## src/synth_load_defines.svh

```systemverilog
// field positions, widths and reset values of the synthesizer serial load port
// assumes: included by bare name from the package, the load port module and the checker
`ifndef SYNTH_LOAD_DEFINES_SVH
`define SYNTH_LOAD_DEFINES_SVH

// ===========================================================
// shift register and select code
`define SHIFT_W 24
`define SEL_MSB 2
`define SEL_LSB 0

// ===========================================================
// latch widths
`define RF_FB_W 24
`define RF_REF_W 21
`define RF_CTRL_W 16
`define GLOBAL_W 11
`define IF_FB_W 24
`define IF_REF_W 19
`define IF_CTRL_W 16

// ===========================================================
// rf feedback divider fields
`define RF_INT_MSB 22
`define RF_INT_LSB 15
`define RF_FRAC_MSB 14
`define RF_FRAC_LSB 3

// ===========================================================
// rf reference divider fields
`define MOD_MSB 14
`define MOD_LSB 3
`define RF_R_MSB 18
`define RF_R_LSB 15
`define PRESC_BIT 20
`define DOUBLER_BIT 19

// ===========================================================
// global control fields
`define MON_MSB 10
`define MON_LSB 7

// ===========================================================
// reset values
`define LATCH_RST 24'h000000
`define SHIFT_RST 24'h000000

`endif

```

## src/synth_load_pkg.sv

```systemverilog
// types shared by the serial load port
// assumes: synth_load_defines.svh on the include path
`default_nettype none
`include "synth_load_defines.svh"

package synth_load_pkg;

    // ===========================================================
    // latch select codes
    typedef enum logic [2:0] {
        sel_rf_feedback = 3'h0,
        sel_rf_reference = 3'h1,
        sel_rf_control = 3'h2,
        sel_global = 3'h3,
        sel_if_feedback = 3'h4,
        sel_if_reference = 3'h5,
        sel_if_control = 3'h6,
        sel_none = 3'h7
    } latch_sel_t;

    // ===========================================================
    // monitor select codes
    typedef enum logic [3:0] {
        mon_off = 4'h0,
        mon_digital_lock = 4'h1,
        mon_analog_lock = 4'h2,
        mon_high = 4'h3,
        mon_low = 4'h4
    } mon_sel_t;

    // ===========================================================
    // state of the load port apart from the pin synchronisers
    typedef struct packed {
        logic [`SHIFT_W-1:0] shift;
        logic sclk_prev;
        logic strobe_prev;
        logic [`RF_FB_W-1:0] rf_fb;
        logic [`RF_REF_W-1:0] rf_ref;
        logic [`RF_CTRL_W-1:0] rf_ctrl;
        logic [`GLOBAL_W-1:0] glob;
        logic [`IF_FB_W-1:0] if_fb;
        logic [`IF_REF_W-1:0] if_ref;
        logic [`IF_CTRL_W-1:0] if_ctrl;
        logic mon_out;
        logic mon_oe;
    } load_state_t;

    typedef struct packed {
        logic [2:0] stage1;
        logic [2:0] stage2;
    } sync_state_t;

endpackage : synth_load_pkg

`default_nettype wire

```

## src/pin_sync.sv

```systemverilog
// two-flop synchroniser for the three serial load pins
// assumes: pins are asynchronous to clk_sys; only stage2 is read outside
`timescale 1ns/100ps
`default_nettype none

module pin_sync (
    // clock and reset
    input wire logic clk_sys,
    input wire logic rst,
    // pins in, synchronised levels out
    input wire logic [2:0] pins,
    output logic [2:0] pins_sync
);

    synth_load_pkg::sync_state_t s_q;
    synth_load_pkg::sync_state_t s_d;

    // ===========================================================
    // next state
    always_comb begin
        s_d = s_q;
        s_d.stage1 = pins;
        s_d.stage2 = s_q.stage1;
    end

    always_ff @(posedge clk_sys or posedge rst) begin
        if (rst) begin
            s_q <= '0;
        end else begin
            s_q <= s_d;
        end
    end

    assign pins_sync = s_q.stage2;

endmodule : pin_sync

`default_nettype wire

```

## src/synth_serial_register_load.sv

```systemverilog
// serial load port of a dual synthesizer: shift register, seven latches, monitor mux
// assumes: serial pins asynchronous to clk_sys (sampled, edges found here);
// lock inputs come from logic on clk_sys
//
// Behaviour
// each data bit is shifted in on a rising edge of the serial clock.
// words arrive msb first; the last bit sent lands in bit zero.
// latch strobe rising edge copies the shift register into one of seven latches.
// the target latch is chosen only by the three lowest shift register bits.
// select codes 000 to 110 pick rf fb, rf ref, rf ctrl, global, if fb, if ref, if ctrl.
// the global latch monitor select field steers the monitor output mux.
// the monitor output can show either digital or analog lock indication.
// digital lock drives the monitor output high when locked, low otherwise.
// analog lock is open drain: released high when locked, brief low pulses.
// rf integer divide value comes from bits 22 down to 15.
// rf fractional numerator comes from bits 14 down to 3.
// interpolator modulus comes from bits 14 down to 3 of the reference word.
// reference word bit 20 picks prescaler ratio, bit 19 enables the doubler.
// software keeps the rf integer value between 31 and 255.
// software keeps modulus within 2 to 4095 and numerator not above it.
// software keeps the rf reference ratio within 1 to 15.
// select code 111 on a strobe edge changes no latch.
// latches hold between strobe edges whatever the serial clock does.
`timescale 1ns/100ps
`default_nettype none

`include "synth_load_defines.svh"

module synth_serial_register_load (
    // clock and reset
    input wire logic clk_sys,
    input wire logic rst,
    // serial load pins
    input wire logic ser_clk,
    input wire logic ser_data,
    input wire logic latch_strobe,
    // lock status from the loops
    input wire logic rf_lock,
    input wire logic if_lock,
    input wire logic lock_pulse,
    // monitor output pin
    output logic monitor_output_pin_o,
    output logic monitor_output_pin_oe,
    // rf feedback divider
    output logic [7:0] rf_int,
    output logic [11:0] rf_frac,
    output logic [`RF_FB_W-1:0] rf_feedback_divider,
    // rf reference divider
    output logic [11:0] interpolator_modulus,
    output logic [3:0] rf_ref_ratio,
    output logic rf_prescaler_select,
    output logic rf_reference_doubler,
    output logic [`RF_REF_W-1:0] rf_reference_divider,
    // remaining latches
    output logic [`RF_CTRL_W-1:0] rf_loop_control,
    output logic [`GLOBAL_W-1:0] global_control,
    output logic [3:0] monitor_select,
    output logic [`IF_FB_W-1:0] if_feedback_divider,
    output logic [`IF_REF_W-1:0] if_reference_divider,
    output logic [`IF_CTRL_W-1:0] if_control
);

    synth_load_pkg::load_state_t st_q;
    synth_load_pkg::load_state_t st_d;
    logic [2:0] pins_sync;
    logic sclk_s;
    logic data_s;
    logic strobe_s;
    logic sclk_rise;
    logic strobe_rise;
    synth_load_pkg::latch_sel_t sel;
    synth_load_pkg::mon_sel_t mon_sel;

    // ===========================================================
    // pin synchronisers
    pin_sync u_sync (
        .clk_sys(clk_sys),
        .rst(rst),
        .pins({latch_strobe, ser_data, ser_clk}),
        .pins_sync(pins_sync)
    );

    assign sclk_s = pins_sync[0];
    assign data_s = pins_sync[1];
    assign strobe_s = pins_sync[2];

    // edges seen against the previous synchronised level
    function automatic logic rise(input logic now, input logic prev);
        rise = now & ~prev;
    endfunction : rise

    assign sclk_rise = rise(sclk_s, st_q.sclk_prev);
    assign strobe_rise = rise(strobe_s, st_q.strobe_prev);

    // select code from the three lowest bits only
    assign sel = synth_load_pkg::latch_sel_t'(st_q.shift[`SEL_MSB:`SEL_LSB]);
    assign mon_sel = synth_load_pkg::mon_sel_t'(st_q.glob[`MON_MSB:`MON_LSB]);

    // ===========================================================
    // next state
    always_comb begin
        st_d = st_q;
        st_d.sclk_prev = sclk_s;
        st_d.strobe_prev = strobe_s;
        // a serial clock edge only moves the shift register, never a latch
        if (sclk_rise) begin
            st_d.shift = {st_q.shift[`SHIFT_W-2:0], data_s};
        end
        // load uses the word as it stood before any coincident shift
        if (strobe_rise) begin
            case (sel)
                synth_load_pkg::sel_rf_feedback: begin
                    st_d.rf_fb = st_q.shift[`RF_FB_W-1:0];
                end
                synth_load_pkg::sel_rf_reference: begin
                    st_d.rf_ref = st_q.shift[`RF_REF_W-1:0];
                end
                synth_load_pkg::sel_rf_control: begin
                    st_d.rf_ctrl = st_q.shift[`RF_CTRL_W-1:0];
                end
                synth_load_pkg::sel_global: begin
                    st_d.glob = st_q.shift[`GLOBAL_W-1:0];
                end
                synth_load_pkg::sel_if_feedback: begin
                    st_d.if_fb = st_q.shift[`IF_FB_W-1:0];
                end
                synth_load_pkg::sel_if_reference: begin
                    st_d.if_ref = st_q.shift[`IF_REF_W-1:0];
                end
                synth_load_pkg::sel_if_control: begin
                    st_d.if_ctrl = st_q.shift[`IF_CTRL_W-1:0];
                end
                default: begin
                    // code 111: nothing is written
                    st_d.rf_fb = st_q.rf_fb;
                end
            endcase
        end
        // monitor mux; unknown codes release the pin
        case (mon_sel)
            synth_load_pkg::mon_digital_lock: begin
                st_d.mon_out = rf_lock & if_lock;
                st_d.mon_oe = 1'b1;
            end
            synth_load_pkg::mon_analog_lock: begin
                // open drain: pull low unless locked and between pulses
                st_d.mon_out = 1'b0;
                st_d.mon_oe = ~(rf_lock & if_lock & ~lock_pulse);
            end
            synth_load_pkg::mon_high: begin
                st_d.mon_out = 1'b1;
                st_d.mon_oe = 1'b1;
            end
            synth_load_pkg::mon_low: begin
                st_d.mon_out = 1'b0;
                st_d.mon_oe = 1'b1;
            end
            default: begin
                st_d.mon_out = 1'b0;
                st_d.mon_oe = 1'b0;
            end
        endcase
    end

    // ===========================================================
    // state register
    always_ff @(posedge clk_sys or posedge rst) begin
        if (rst) begin
            st_q <= '0;
        end else begin
            st_q <= st_d;
        end
    end

    // ===========================================================
    // outputs, all straight from the state register
    assign monitor_output_pin_o = st_q.mon_out;
    assign monitor_output_pin_oe = st_q.mon_oe;
    assign rf_feedback_divider = st_q.rf_fb;
    assign rf_int = st_q.rf_fb[`RF_INT_MSB:`RF_INT_LSB];
    assign rf_frac = st_q.rf_fb[`RF_FRAC_MSB:`RF_FRAC_LSB];
    assign rf_reference_divider = st_q.rf_ref;
    assign interpolator_modulus = st_q.rf_ref[`MOD_MSB:`MOD_LSB];
    assign rf_ref_ratio = st_q.rf_ref[`RF_R_MSB:`RF_R_LSB];
    assign rf_prescaler_select = st_q.rf_ref[`PRESC_BIT];
    assign rf_reference_doubler = st_q.rf_ref[`DOUBLER_BIT];
    assign rf_loop_control = st_q.rf_ctrl;
    assign global_control = st_q.glob;
    assign monitor_select = st_q.glob[`MON_MSB:`MON_LSB];
    assign if_feedback_divider = st_q.if_fb;
    assign if_reference_divider = st_q.if_ref;
    assign if_control = st_q.if_ctrl;

endmodule : synth_serial_register_load

`default_nettype wire

```

## config.mk

```make
export PLATFORM = sky130hd
export DESIGN_NAME = synth_serial_register_load
export DESIGN_NICKNAME = d
export VERILOG_FILES = /design/src/synth_load_pkg.sv /design/src/pin_sync.sv /design/src/synth_serial_register_load.sv
export VERILOG_INCLUDE_DIRS = /design/src /design/src/src
export SDC_FILE = /design/constraint.sdc
export NUM_CORES = 1
export LEC_CHECK = 0
export BUFFER_PORTS_ARGS = -buffer_cell sky130_fd_sc_hd__clkbuf_2
export CAP_MARGIN = 30
export CORE_MARGIN = 2
export CORE_UTILIZATION = 40
export CTS_CLUSTER_DIAMETER = 150
export DETAILED_ROUTE_END_ITERATION = 8
export PLACE_DENSITY = 0.64
export SLEW_MARGIN = 20
export SYNTH_ARGS = -nofsm -noshare
export SYNTH_HDL_FRONTEND = slang
export SYNTH_SLANG_ARGS = --single-unit
```

## constraint.sdc

```tcl
create_clock -name clk_sys -period 12 [get_ports clk_sys]
set_clock_uncertainty 0.15 [all_clocks]
set_input_delay 1.8 -clock clk_sys [delete_from_list [all_inputs] [get_ports clk_sys]]
set_output_delay 1.8 -clock clk_sys [all_outputs]
set_load 0.02 [all_outputs]
```

==> flow_summary.ini, run 1 <==
[status]
run_status = complete, no violations

[synth]
synth_area_um2 = 7320
compound_cell_area_share_of_the_yosys_netlist = 0.00205
largest_area_contributor_in_the_netlist = sky130_fd_sc_hd__dfrtp_1
yosys.cell_types.count = 23
synth_cells = 526
synth-seq-cells = 165
synthXorXnorAreaFrac = 0
basic_gate_share_of_the_synthesized_area_counting_and_or_nand_and_nor_cells = 0.0352
yosysSeqAreaShare = 0.564
post_synth.cell_area_avg_um2 = 13.9
yosys_warnings = 0
netlist_top_cells_area = sky130_fd_sc_hd__dfrtp_1 (56%), sky130_fd_sc_hd__mux2_2 (21%), sky130_fd_sc_hd__buf_4 (18%), sky130_fd_sc_hd__buf_6 (0.92%), sky130_fd_sc_hd__and2_1 (0.77%)
syn_nets = 534
proportion_of_netlist_area_held_by_the_largest_area_contributor = 0.564
synth_fa_ha_area_frac = 0
proportion_of_synthesized_area_in_mux_cells = 0.207
synth_top_family_by_area = multiplexers

[critical_path]
required_ns = 10.05
cp-start-kind = register
cp_cell_sequence = clkbuf_2
timing.rr.end = rf_reference_divider[4]$_DFFE_PP0P_
rr_startpoint = sel[2]$_DFFE_PP0P_
slowest_cell_delay_on_critical_path_ns = 0.44
reg2regPathDepth = 4
cp_capture_type = output port
worst_setup_path_startpoint = global_control[9]$_DFFE_PP0P_
cp.arrival_ns = 1.08
path_max_fanout = 6
slowest_stage = sky130_fd_sc_hd__dfrtp_1
critical-path-top-delay-family = flip-flops
crit_buf_inv = 1
path_class = register to output port
regToRegSetupSlack_ns = 9.78

[sta]
tightest_slew_ns = 0.929
grt_setup_unrepaired = false
timing.final.hold_violations = 0
maxClockFrequency_mhz = 330
setup_tns_ns = 0
final.hold.worst_slack_ns = 0.203
setup_slack_ns = 8.97
timing.final.setup_violations = 0
finalMaxSlewViolations = 0
post-route-min-period_ns = 3.03
finalCritPeriodShare = 0.252
max-slew-margin-rel = 0.380

[clock_tree]
post_cts_setup_buffer_count = 0
post_cts_resized = 0
cts_tree = built
clockBufferDepth = 2
worst_skew_pair.late_latency_ns = 0.42
clk_pin_slew_worst_paths_ns = 0.06
clock_tree.root_cell = sky130_fd_sc_hd__clkbuf_16
numCtsBuffers = 17
cts.sink_count = 165
cts.htree.levels = 4
cts_hold_repair.buffers = 0

[placement]
port_buffers = 182
hpwlAfterDp_um = 8880
dp_slack_ns = 8.68
place_congestion = 0.679

[detailed_routing]
remaining_drc_errors = 0
first_iter_violations = 107
wire_per_inst_um = 16.6
routed-via-count = 3667
drt-vias-per-instance = 4.64
finalWirelength_um = 13100
drt.antenna.violating_nets = 0
drt_pre_antenna_iters = 4

[grt]
gr-total-overflow = 0
grt_pass1_wl_um = 21100
antenna_found_initial = 0
grt_start_max_net_pins = 84
vias_in_the_first_global_route = 3756
grt.total_usage = 0.141

[layout]
drive_gt1_frac = 0.656
insertedDiodeCount = 0
n_fill_cell = 1640
area_growth_syn_to_layout_pct = 7.25
seq_area_um2 = 4130
multi_input_area_um2 = 1800
final_util = 0.437
num-nets-final = 556

[min_path]
worstHoldPathType = register to register
min_path_cells = 0
timing.hold.worst.start = u_sync.s_d[2]$_DFF_PP0_
holdPathEnd = u_sync.pins_sync[2]$_DFF_PP0_

[floorplanning]
core-area_um2 = 18000
initial_core_util = 0.408
die-area_um2 = 19400
die_x_um = 139
floorplan.die.height_um = 139
std_cell_rows = 49
top_level_ports = 183

[power]
power_leakage_nw = 4.18
p_per_area_nw_per_um2 = 246
vdd.ir_drop.worst_mv = 0.148

[flow_run]
number_of_maximum_capacitance_constraint_violations = 0
state kept, by name, summed over array words and instances, names as in the netlist, 3 cells and up:
signal,flops
if_feedback_divider,24
rf_feedback_divider,24
st_q,23
rf_reference_divider,21
if_reference_divider,19
if_control,16
rf_loop_control,16
global_control,11
sel,3
u_sync.pins_sync,3
u_sync.s_d,3
worst max-delay path by stage:
| stage | depth (start not counted) | slack (ns) | to |
|---|---|---|---|
| 5_1_grt | 1 | 8.91 | monitor_select[2] |
| 3_3_place_gp | 3 | 8.35 | global_control[0]$_DFFE_PP0P_ |
| 6_report | 1 | 8.97 | monitor_select[2] |
| 4_1_cts | 1 | 8.94 | monitor_select[2] |
| 2_1_floorplan | 1 | 5.59 | global_control[0]$_DFFE_PP0P_ |
| 3_5_place_dp | 4 | 8.68 | global_control[0]$_DFFE_PP0P_ |
report_power, final:
part	total, W	leakage [nW]	switching [W]	internal, W
clock	0.000584	0.312	0.000230	0.000354
combinational	0.000520	1.69	0.000307	0.000213
sequential	0.000830	2.18	0.000134	0.000696
cell type report:
type,count,area share
repair buffers,189,0.126
clock buffers,17,0.0542
multi-input cells,174,0.229
well taps,229,0.0365
clock inverters,15,0.0279
flip-flops and latches,165,0.526
inverters,1,0.00112
cell usage after synthesis, drive strengths merged:
| cell | number |
|---|---|
| a21oi | 2 |
| and2 | 9 |
| and3 | 1 |
| buf | 185 |
| clkbuf | 1 |
| dfrtp | 165 |
| inv | 1 |
| mux2 | 134 |
| mux2i | 1 |
| nand2 | 2 |
| nand2b | 5 |
| nand3b | 3 |
| nor2 | 2 |
| nor2b | 4 |
| nor3b | 3 |
| nor4b | 1 |
| o21ai | 1 |
| or2 | 6 |
cell families (layout without fill, tap and decap cells):
kind of cell	after synthesis	count (layout)
compound gates	3	3
buf+inv	187	222
flops	165	165
mux	135	135
simple gates	36	36
placed cells by master (no fill, tap or decap):
| master | n |
|---|---|
| sky130_fd_sc_hd__a21oi_1 | 2 |
| sky130_fd_sc_hd__and2_1 | 9 |
| sky130_fd_sc_hd__and3_1 | 1 |
| sky130_fd_sc_hd__buf_16 | 1 |
| sky130_fd_sc_hd__buf_4 | 5 |
| sky130_fd_sc_hd__buf_6 | 1 |
| sky130_fd_sc_hd__bufinv_16 | 4 |
| sky130_fd_sc_hd__clkbuf_16 | 17 |
| sky130_fd_sc_hd__clkbuf_2 | 182 |
| sky130_fd_sc_hd__clkinv_2 | 1 |
| sky130_fd_sc_hd__clkinv_4 | 4 |
| sky130_fd_sc_hd__clkinv_8 | 1 |
| sky130_fd_sc_hd__clkinvlp_4 | 1 |
| sky130_fd_sc_hd__dfrtp_1 | 165 |
| sky130_fd_sc_hd__inv_6 | 5 |
| sky130_fd_sc_hd__mux2_2 | 134 |
| sky130_fd_sc_hd__mux2i_1 | 1 |
| sky130_fd_sc_hd__nand2_1 | 1 |
| sky130_fd_sc_hd__nand2_2 | 1 |
| sky130_fd_sc_hd__nand2b_1 | 5 |
| sky130_fd_sc_hd__nand3b_1 | 1 |
| sky130_fd_sc_hd__nand3b_2 | 2 |
| sky130_fd_sc_hd__nor2_1 | 2 |
| sky130_fd_sc_hd__nor2b_1 | 4 |
| sky130_fd_sc_hd__nor3b_2 | 1 |
| sky130_fd_sc_hd__nor3b_4 | 2 |
| sky130_fd_sc_hd__nor4b_1 | 1 |
| sky130_fd_sc_hd__o21ai_0 | 1 |
| sky130_fd_sc_hd__or2_2 | 6 |
metrics by stage:
stage / power (W) / cells / cell area, um2
5_1_grt: 0.00203 / 790 / 7850
2_1_floorplan: 0.00136 / 526 / 7320
6_report: 0.00193 / 790 / 7850
4_1_cts: 0.00196 / 790 / 7850
3_3_place_gp: 0.00135 / 756 / 7170
3_5_place_dp: 0.00137 / 758 / 7210
metal layers:
layer  vias to the layer above  routed length, um  global-route usage  share of wire
met2                       135               6280               0.227           0.48
met1                      1881               5850               0.182           0.45
met4                         0                191              0.0510          0.015
met5                         -                  0                   0              0
met3                        16                806              0.0420          0.061
li1                       1635                  -                   -              -
Note: power is estimated with default switching activity, not from simulation.
==> run 2, diff against run 1 <==
--- a/config.mk
+++ b/config.mk
@@ -6,6 +6,7 @@
 export SDC_FILE = /design/constraint.sdc
 export NUM_CORES = 1
 export LEC_CHECK = 0
+export ABC_AREA = 1
 export BUFFER_PORTS_ARGS = -buffer_cell sky130_fd_sc_hd__clkbuf_2
 export CAP_MARGIN = 30
 export CORE_MARGIN = 2
==> constraint.sdc (replaced) <==
create_clock -name clk_sys -period 2.8 [get_ports clk_sys]
set_clock_uncertainty 0.15 [all_clocks]
set_input_delay 0.42 -clock clk_sys [delete_from_list [all_inputs] [get_ports clk_sys]]
set_output_delay 0.42 -clock clk_sys [all_outputs]
set_load 0.02 [all_outputs]
==> flow_summary.ini, run 2 <==
[status]
run_status = complete, no violations

[synth]
yosysSeqAreaShare = 0.547
post_synth.cell_area_avg_um2 = 8.90
proportion_of_netlist_area_held_by_the_largest_area_contributor = 0.547
netlist_top_cells_area = sky130_fd_sc_hd__dfrtp_1 (55%), sky130_fd_sc_hd__buf_4 (17%), sky130_fd_sc_hd__nand2_1 (15%), sky130_fd_sc_hd__nand3_1 (4.5%), sky130_fd_sc_hd__inv_1 (1.8%)
yosys.cell_types.count = 19
synth-seq-cells = 165
synthArstFlopShare = 1.00
yosys_warnings = 0
synth_area_um2 = 7550
ys_dominant_reg_cell = sky130_fd_sc_hd__dfrtp_1
most_frequent_cells_after_synthesis = sky130_fd_sc_hd__nand2_1 (299), sky130_fd_sc_hd__buf_4 (173), sky130_fd_sc_hd__dfrtp_1 (165), sky130_fd_sc_hd__nand3_1 (68), sky130_fd_sc_hd__inv_1 (36)
post-synth-top-count-cell = sky130_fd_sc_hd__nand2_1
largest_area_contributor_in_the_netlist = sky130_fd_sc_hd__dfrtp_1
number_of_flops_mapped_to_enable_cells_by_yosys = 0
syn_nets = 857
synth_cells = 849

[sta]
post-route-min-period_ns = 1.85
setup_tns_ns = 0
maxClockFrequency_mhz = 542
finalMaxSlewViolations = 0
finalCritPeriodShare = 0.659
timing.final.hold_violations = 0
max-slew-margin-rel = 0.541
tightest_slew_ns = 0.688
grt_setup_unrepaired = false
timing.final.setup_violations = 0

[critical_path]
rr_startpoint = sel[1]$_DFFE_PP0P_
slowest_cell_delay_on_critical_path_ns = 0.48
required_ns = 2.96
cp.arrival_ns = 2.00
slowest_stage = sky130_fd_sc_hd__nand3_1
cp_capture_type = register
cp-start-kind = register
cp_cell_sequence = inv_2 > nor2_4 > nand3_1 > nand2_1 > nand2_1
path_class = register to register
regToRegSetupSlack_ns = 0.95
cp_common_cell = sky130_fd_sc_hd__nand2_1
reg2regPathDepth = 5
timing.rr.end = if_control[6]$_DFFE_PP0P_
path_max_fanout = 15

[clock_tree]
cts_tree = built
cts.sink_count = 165
cts_hold_repair.buffers = 4
worst_skew_pair.late_latency_ns = 0.42
numCtsBuffers = 17
post_cts_setup_buffer_count = 0
clockBufferDepth = 2
clk_pin_slew_worst_paths_ns = 0.06
cts.htree.levels = 4
clock_tree.root_cell = sky130_fd_sc_hd__clkbuf_16
post_cts_resized = 0

[min_path]
holdPathEnd = monitor_output_pin_o$_DFF_PP0_
min_path_cells = 3
timing.hold.worst.start = if_lock
worstHoldPathType = input pin to register

[placement]
port_buffers = 182
place.detailed.instances = 1069
hpwlAfterDp_um = 11200
place_congestion = 0.750

[detailed_routing]
wire_per_inst_um = 14.9
drt.antenna.violating_nets = 0
drt_pre_antenna_iters = 4
remaining_drc_errors = 0
finalWirelength_um = 16400
wl_met3_um = 807
routed-via-count = 4955
routed-wl-met2_um = 7840
route.layer.met1.wl_um = 7650
drt-vias-per-instance = 4.48
first_iter_violations = 357
route.top_layer_used = met4

[power]
internal_power_w = 0.00552
p_per_area_nw_per_um2 = 1170
clkPwrFrac = 0.234
vdd.ir_drop.worst_mv = 0.415
power_leakage_nw = 4.54
share_seq_of_total_power = 0.420
p_comb_frac = 0.346
switchingPower_w = 0.00386
switching_share = 0.412

[grt]
grt_pass1_wl_um = 25900
vias_in_the_first_global_route = 4655
grt_start_max_net_pins = 59
antenna_found_initial = 0
grt.total_usage = 0.170
gr-total-overflow = 0

[layout]
n_fill_cell = 1845
stdcell_count = 1105
commonest_cells_after_routing_fill_and_taps_aside = sky130_fd_sc_hd__nand2_1 (299), sky130_fd_sc_hd__clkbuf_2 (182), sky130_fd_sc_hd__dfrtp_1 (165)
area_growth_syn_to_layout_pct = 6.44
most_frequent_standard_cell_in_the_layout_excluding_fill_and_tap_cells = sky130_fd_sc_hd__nand2_1
insertedDiodeCount = 0
drive_gt1_frac = 0.282
num-nets-final = 866

[floorplanning]
floorplan.die.height_um = 141
core-area_um2 = 18600
die-area_um2 = 20000
std_cell_rows = 50
die_x_um = 141
initial_core_util = 0.405
top_level_ports = 183

[flow_run]
number_of_maximum_capacitance_constraint_violations = 0
[run 2: changes by cell type after synthesis, sizes merged, moves of 2 or more]
cell    change
clkbuf     +13
inv        +38
nand2     +298
nand3b      -2
nor3b       -3
a21oi       +9
nor2       +32
mux2      -134
nand3      +70
nand2b      -5
buf        +12
nor2b       -4
and2        -9
o21ai      +11
[run 2: power groups by stage]
| stage | clock network (W) | logic, W | registers (W) |
|---|---|---|---|
| floorplan | 0 | 0.00361 | 0.00366 |
| global placement | 0 | 0.00325 | 0.00398 |
| detailed placement | 0 | 0.00329 | 0.00399 |
| CTS | 0.00225 | 0.00330 | 0.00396 |
| global route | 0.00236 | 0.00355 | 0.00405 |
| finish | 0.00220 | 0.00325 | 0.00394 |
[run 2: kinds of logic (layout without fill, tap and decap cells)]
| family | Yosys count | count (layout) | synth area share |
|---|---|---|---|
| AO/OA/AOI/OAI | 24 | 24 | 0.0162 |
| flip-flops | 165 | 165 | 0.547 |
| AND/OR/NAND/NOR | 410 | 410 | 0.222 |
| buffers and inverters | 250 | 272 | 0.215 |
[run 2: area by class of cell]
type / instances / area (um2) / area share
clock buffer: 24 / 482 / 0.0599
clock inverter: 8 / 75.1 / 0.00934
inverter: 39 / 150 / 0.0187
multi-input combinational: 434 / 1810 / 0.225
sequential: 165 / 4130 / 0.514
tap: 234 / 293 / 0.0364
timing repair buffer: 201 / 1100 / 0.137
[run 2: worst max-delay path by stage]
stage,end,slack (ns),start,cells after the start
3_3_place_gp,if_control[9]$_DFFE_PP0P_,0.97,sel[1]$_DFFE_PP0P_,5
4_1_cts,if_control[5]$_DFFE_PP0P_,0.93,sel[1]$_DFFE_PP0P_,5
3_5_place_dp,if_control[5]$_DFFE_PP0P_,0.94,sel[1]$_DFFE_PP0P_,5
6_report,if_control[6]$_DFFE_PP0P_,0.95,sel[1]$_DFFE_PP0P_,5
2_1_floorplan,global_control[0]$_DFFE_PP0P_,0.13,rst,1
5_1_grt,if_control[9]$_DFFE_PP0P_,0.75,sel[1]$_DFFE_PP0P_,5
[run 2: metrics by stage]
step | setup slack, ns | util | area [um2] | total power (W) | hold WS [ns]
finish | 0.954 | 0.431 | 8040 | 0.00938 | 0.104
global route | 0.752 | 0.431 | 8040 | 0.00997 | 0.126
CTS | 0.932 | 0.431 | 8040 | 0.00951 | 0.0884
detailed placement | 0.945 | 0.399 | 7440 | 0.00728 | 0.187
global placement | 0.974 | 0.399 | 7440 | 0.00722 | 0.184
floorplan | 0.131 | - | 7560 | 0.00726 | 0.181
[run 2: layer usage]
metal | up-vias | global-route usage
met5 | - | 0
met4 | 0 | 0.0505
met3 | 9 | 0.0516
met2 | 129 | 0.252
met1 | 2369 | 0.240
li1 | 2448 | -
[run 2: worst max-delay path, delay by kind of cell, from the launching register on]
family / cells / cell delay [ns]
buf+inv: 1 / 0.09
simple gates: 4 / 1.03
flops: 1 / 0.46
==> run 3, diff against run 2 <==
==> constraint.sdc (replaced) <==
create_clock -name clk_sys -period 1.8 [get_ports clk_sys]
set_clock_uncertainty 0.15 [all_clocks]
set_input_delay 0.27 -clock clk_sys [delete_from_list [all_inputs] [get_ports clk_sys]]
set_output_delay 0.27 -clock clk_sys [all_outputs]
set_load 0.02 [all_outputs]
==> flow_summary.ini, run 3 (synthesized netlist as in run 2, its figures left out) <==
[flow_run]
number_of_maximum_capacitance_constraint_violations = 0

[clock_tree]
worst_skew_pair.late_latency_ns = 0.42
numCtsBuffers = 17
cts.sink_count = 165
clk_pin_slew_worst_paths_ns = 0.06
cts_tree = built
clock_tree.root_cell = sky130_fd_sc_hd__clkbuf_16
cts.htree.levels = 4
clockBufferDepth = 2

[critical_path]
required_ns = 1.96
slowest_cell_delay_on_critical_path_ns = 0.48
path_class = register to register
cp_capture_type = register
cp_cell_sequence = inv_2 > nor2_2 > buf_4 > nand3_1 > buf_4 > nand2_1 > nand2_1
cp-start-kind = register
slowest_stage = sky130_fd_sc_hd__dfrtp_1
cp.arrival_ns = 1.82
path_max_fanout = 16

[layout]
num-nets-final = 879
area_growth_syn_to_layout_pct = 8.53
commonest_cells_after_routing_fill_and_taps_aside = sky130_fd_sc_hd__nand2_1 (299), sky130_fd_sc_hd__clkbuf_2 (182), sky130_fd_sc_hd__dfrtp_1 (165)
most_frequent_standard_cell_in_the_layout_excluding_fill_and_tap_cells = sky130_fd_sc_hd__nand2_1
drive_gt1_frac = 0.290
final_util = 0.440
n_fill_cell = 1868
insertedDiodeCount = 0

[detailed_routing]
drt-vias-per-instance = 4.50
finalWirelength_um = 16900
drt_pre_antenna_iters = 4
remaining_drc_errors = 0
routed-via-count = 5024
wire_per_inst_um = 15.1
first_iter_violations = 341
drt.antenna.violating_nets = 0

[grt]
gr-total-overflow = 0
grt.total_usage = 0.173
vias_in_the_first_global_route = 4681
grt_pass1_wl_um = 26400
grt_start_max_net_pins = 95
antenna_found_initial = 0

[sta]
setup_slack_ns = 0.140
finalMaxSlewViolations = 0
timing.final.hold_violations = 0
grt_setup_unrepaired = false
maxClockFrequency_mhz = 602
tightest_slew_ns = 0.532
finalCritPeriodShare = 0.922
post-route-min-period_ns = 1.66
max-slew-margin-rel = 0.646
timing.final.setup_violations = 0

[floorplanning]
floorplan.die.height_um = 141
initial_core_util = 0.405
die-area_um2 = 20000
std_cell_rows = 50
core-area_um2 = 18600
top_level_ports = 183
die_x_um = 141

[power]
p_per_area_nw_per_um2 = 1820
power_leakage_nw = 4.63
vdd.ir_drop.worst_mv = 0.669
design_power_total_w = 0.0149

[placement]
dp_slack_ns = 0.0877
place_congestion = 0.757
port_buffers = 182
hpwlAfterDp_um = 11200

[status]
run_status = complete, no violations

[min_path]
worstHoldPathType = input pin to async pin
run 3: changes by cell type in the layout (fill, tap and decap cells not counted), sizes merged:
cell / delta
clkbuf: -3
dlygate4sd3: +4
buf: +9
bufinv: +2
clkinv: +1
clkinvlp: -2
run 3: power breakdown:
part / total [W] / switching, W / internal [W]
clock network: 0.00367 / 0.00143 / 0.00224
registers: 0.00609 / 0.00112 / 0.00497
logic: 0.00514 / 0.00348 / 0.00166
total: 0.0149 / 0.00604 / 0.00886
run 3: stage by stage:
stage	setup TNS [ns]	std cells	area, um2	hold WS [ns]
floorplan	-118.60	849	7560	0.151
global placement	0	1078	7520	0.0478
detailed placement	0	1078	7520	0.0479
CTS	0	1116	8190	0.151
global route	0	1116	8200	0.172
finish	0	1116	8200	0.161
run 3: final timing paths:
check,slack (ns),cells after the start,from,end
max,0.14,7,sel[0]$_DFFE_PP0P_,if_reference_divider[7]$_DFFE_PP0P_
min in group clk_sys,0.20,0,u_sync.s_d[0]$_DFF_PP0_,u_sync.pins_sync[0]$_DFF_PP0_
min,0.16,3,rst,if_reference_divider[18]$_DFFE_PP0P_
max in group asynchronous,0.58,4,rst,st_q[146]$_DFFE_PP0P_
min reg2reg,0.20,0,u_sync.s_d[0]$_DFF_PP0_,u_sync.pins_sync[0]$_DFF_PP0_
max reg2reg,0.14,7,sel[0]$_DFFE_PP0P_,if_reference_divider[7]$_DFFE_PP0P_
run 3: cell type report:
| cell class | count | area (um2) | share of cell area |
|---|---|---|---|
| flip-flops and latches | 165 | 4130 | 0.504 |
| multi-input cells | 434 | 1820 | 0.221 |
| repair buffers | 214 | 1220 | 0.149 |
| clock buffers | 21 | 460 | 0.0562 |
| well taps | 234 | 293 | 0.0357 |
| inverters | 39 | 150 | 0.0183 |
| clock inverters | 9 | 129 | 0.0157 |
run 3: routing by layer:
metal  wire length [um]  track usage  up-vias  share of wire
met4                225       0.0589        0          0.013
met3               1120       0.0513       16          0.066
met5                  0            0        -              0
met2               7910        0.265      159           0.47
li1                   -            -     2468              -
met1               7630        0.234     2381           0.45
run 3: critical path: cells and delay by family, from the launching register on:
kind	cells	cell delay (ns)
buffers and inverters	3	0.52
flip-flops	1	0.48
AND/OR/NAND/NOR	4	0.39
run 3: timing repair:
item / CTS / global route
setup endpoints to repair: 0 / 9
endpoints found under the hold margin: 81 / 0
hold buffers: 8 / 0
setup buffers: 0 / 0
resized for setup: 0 / 1
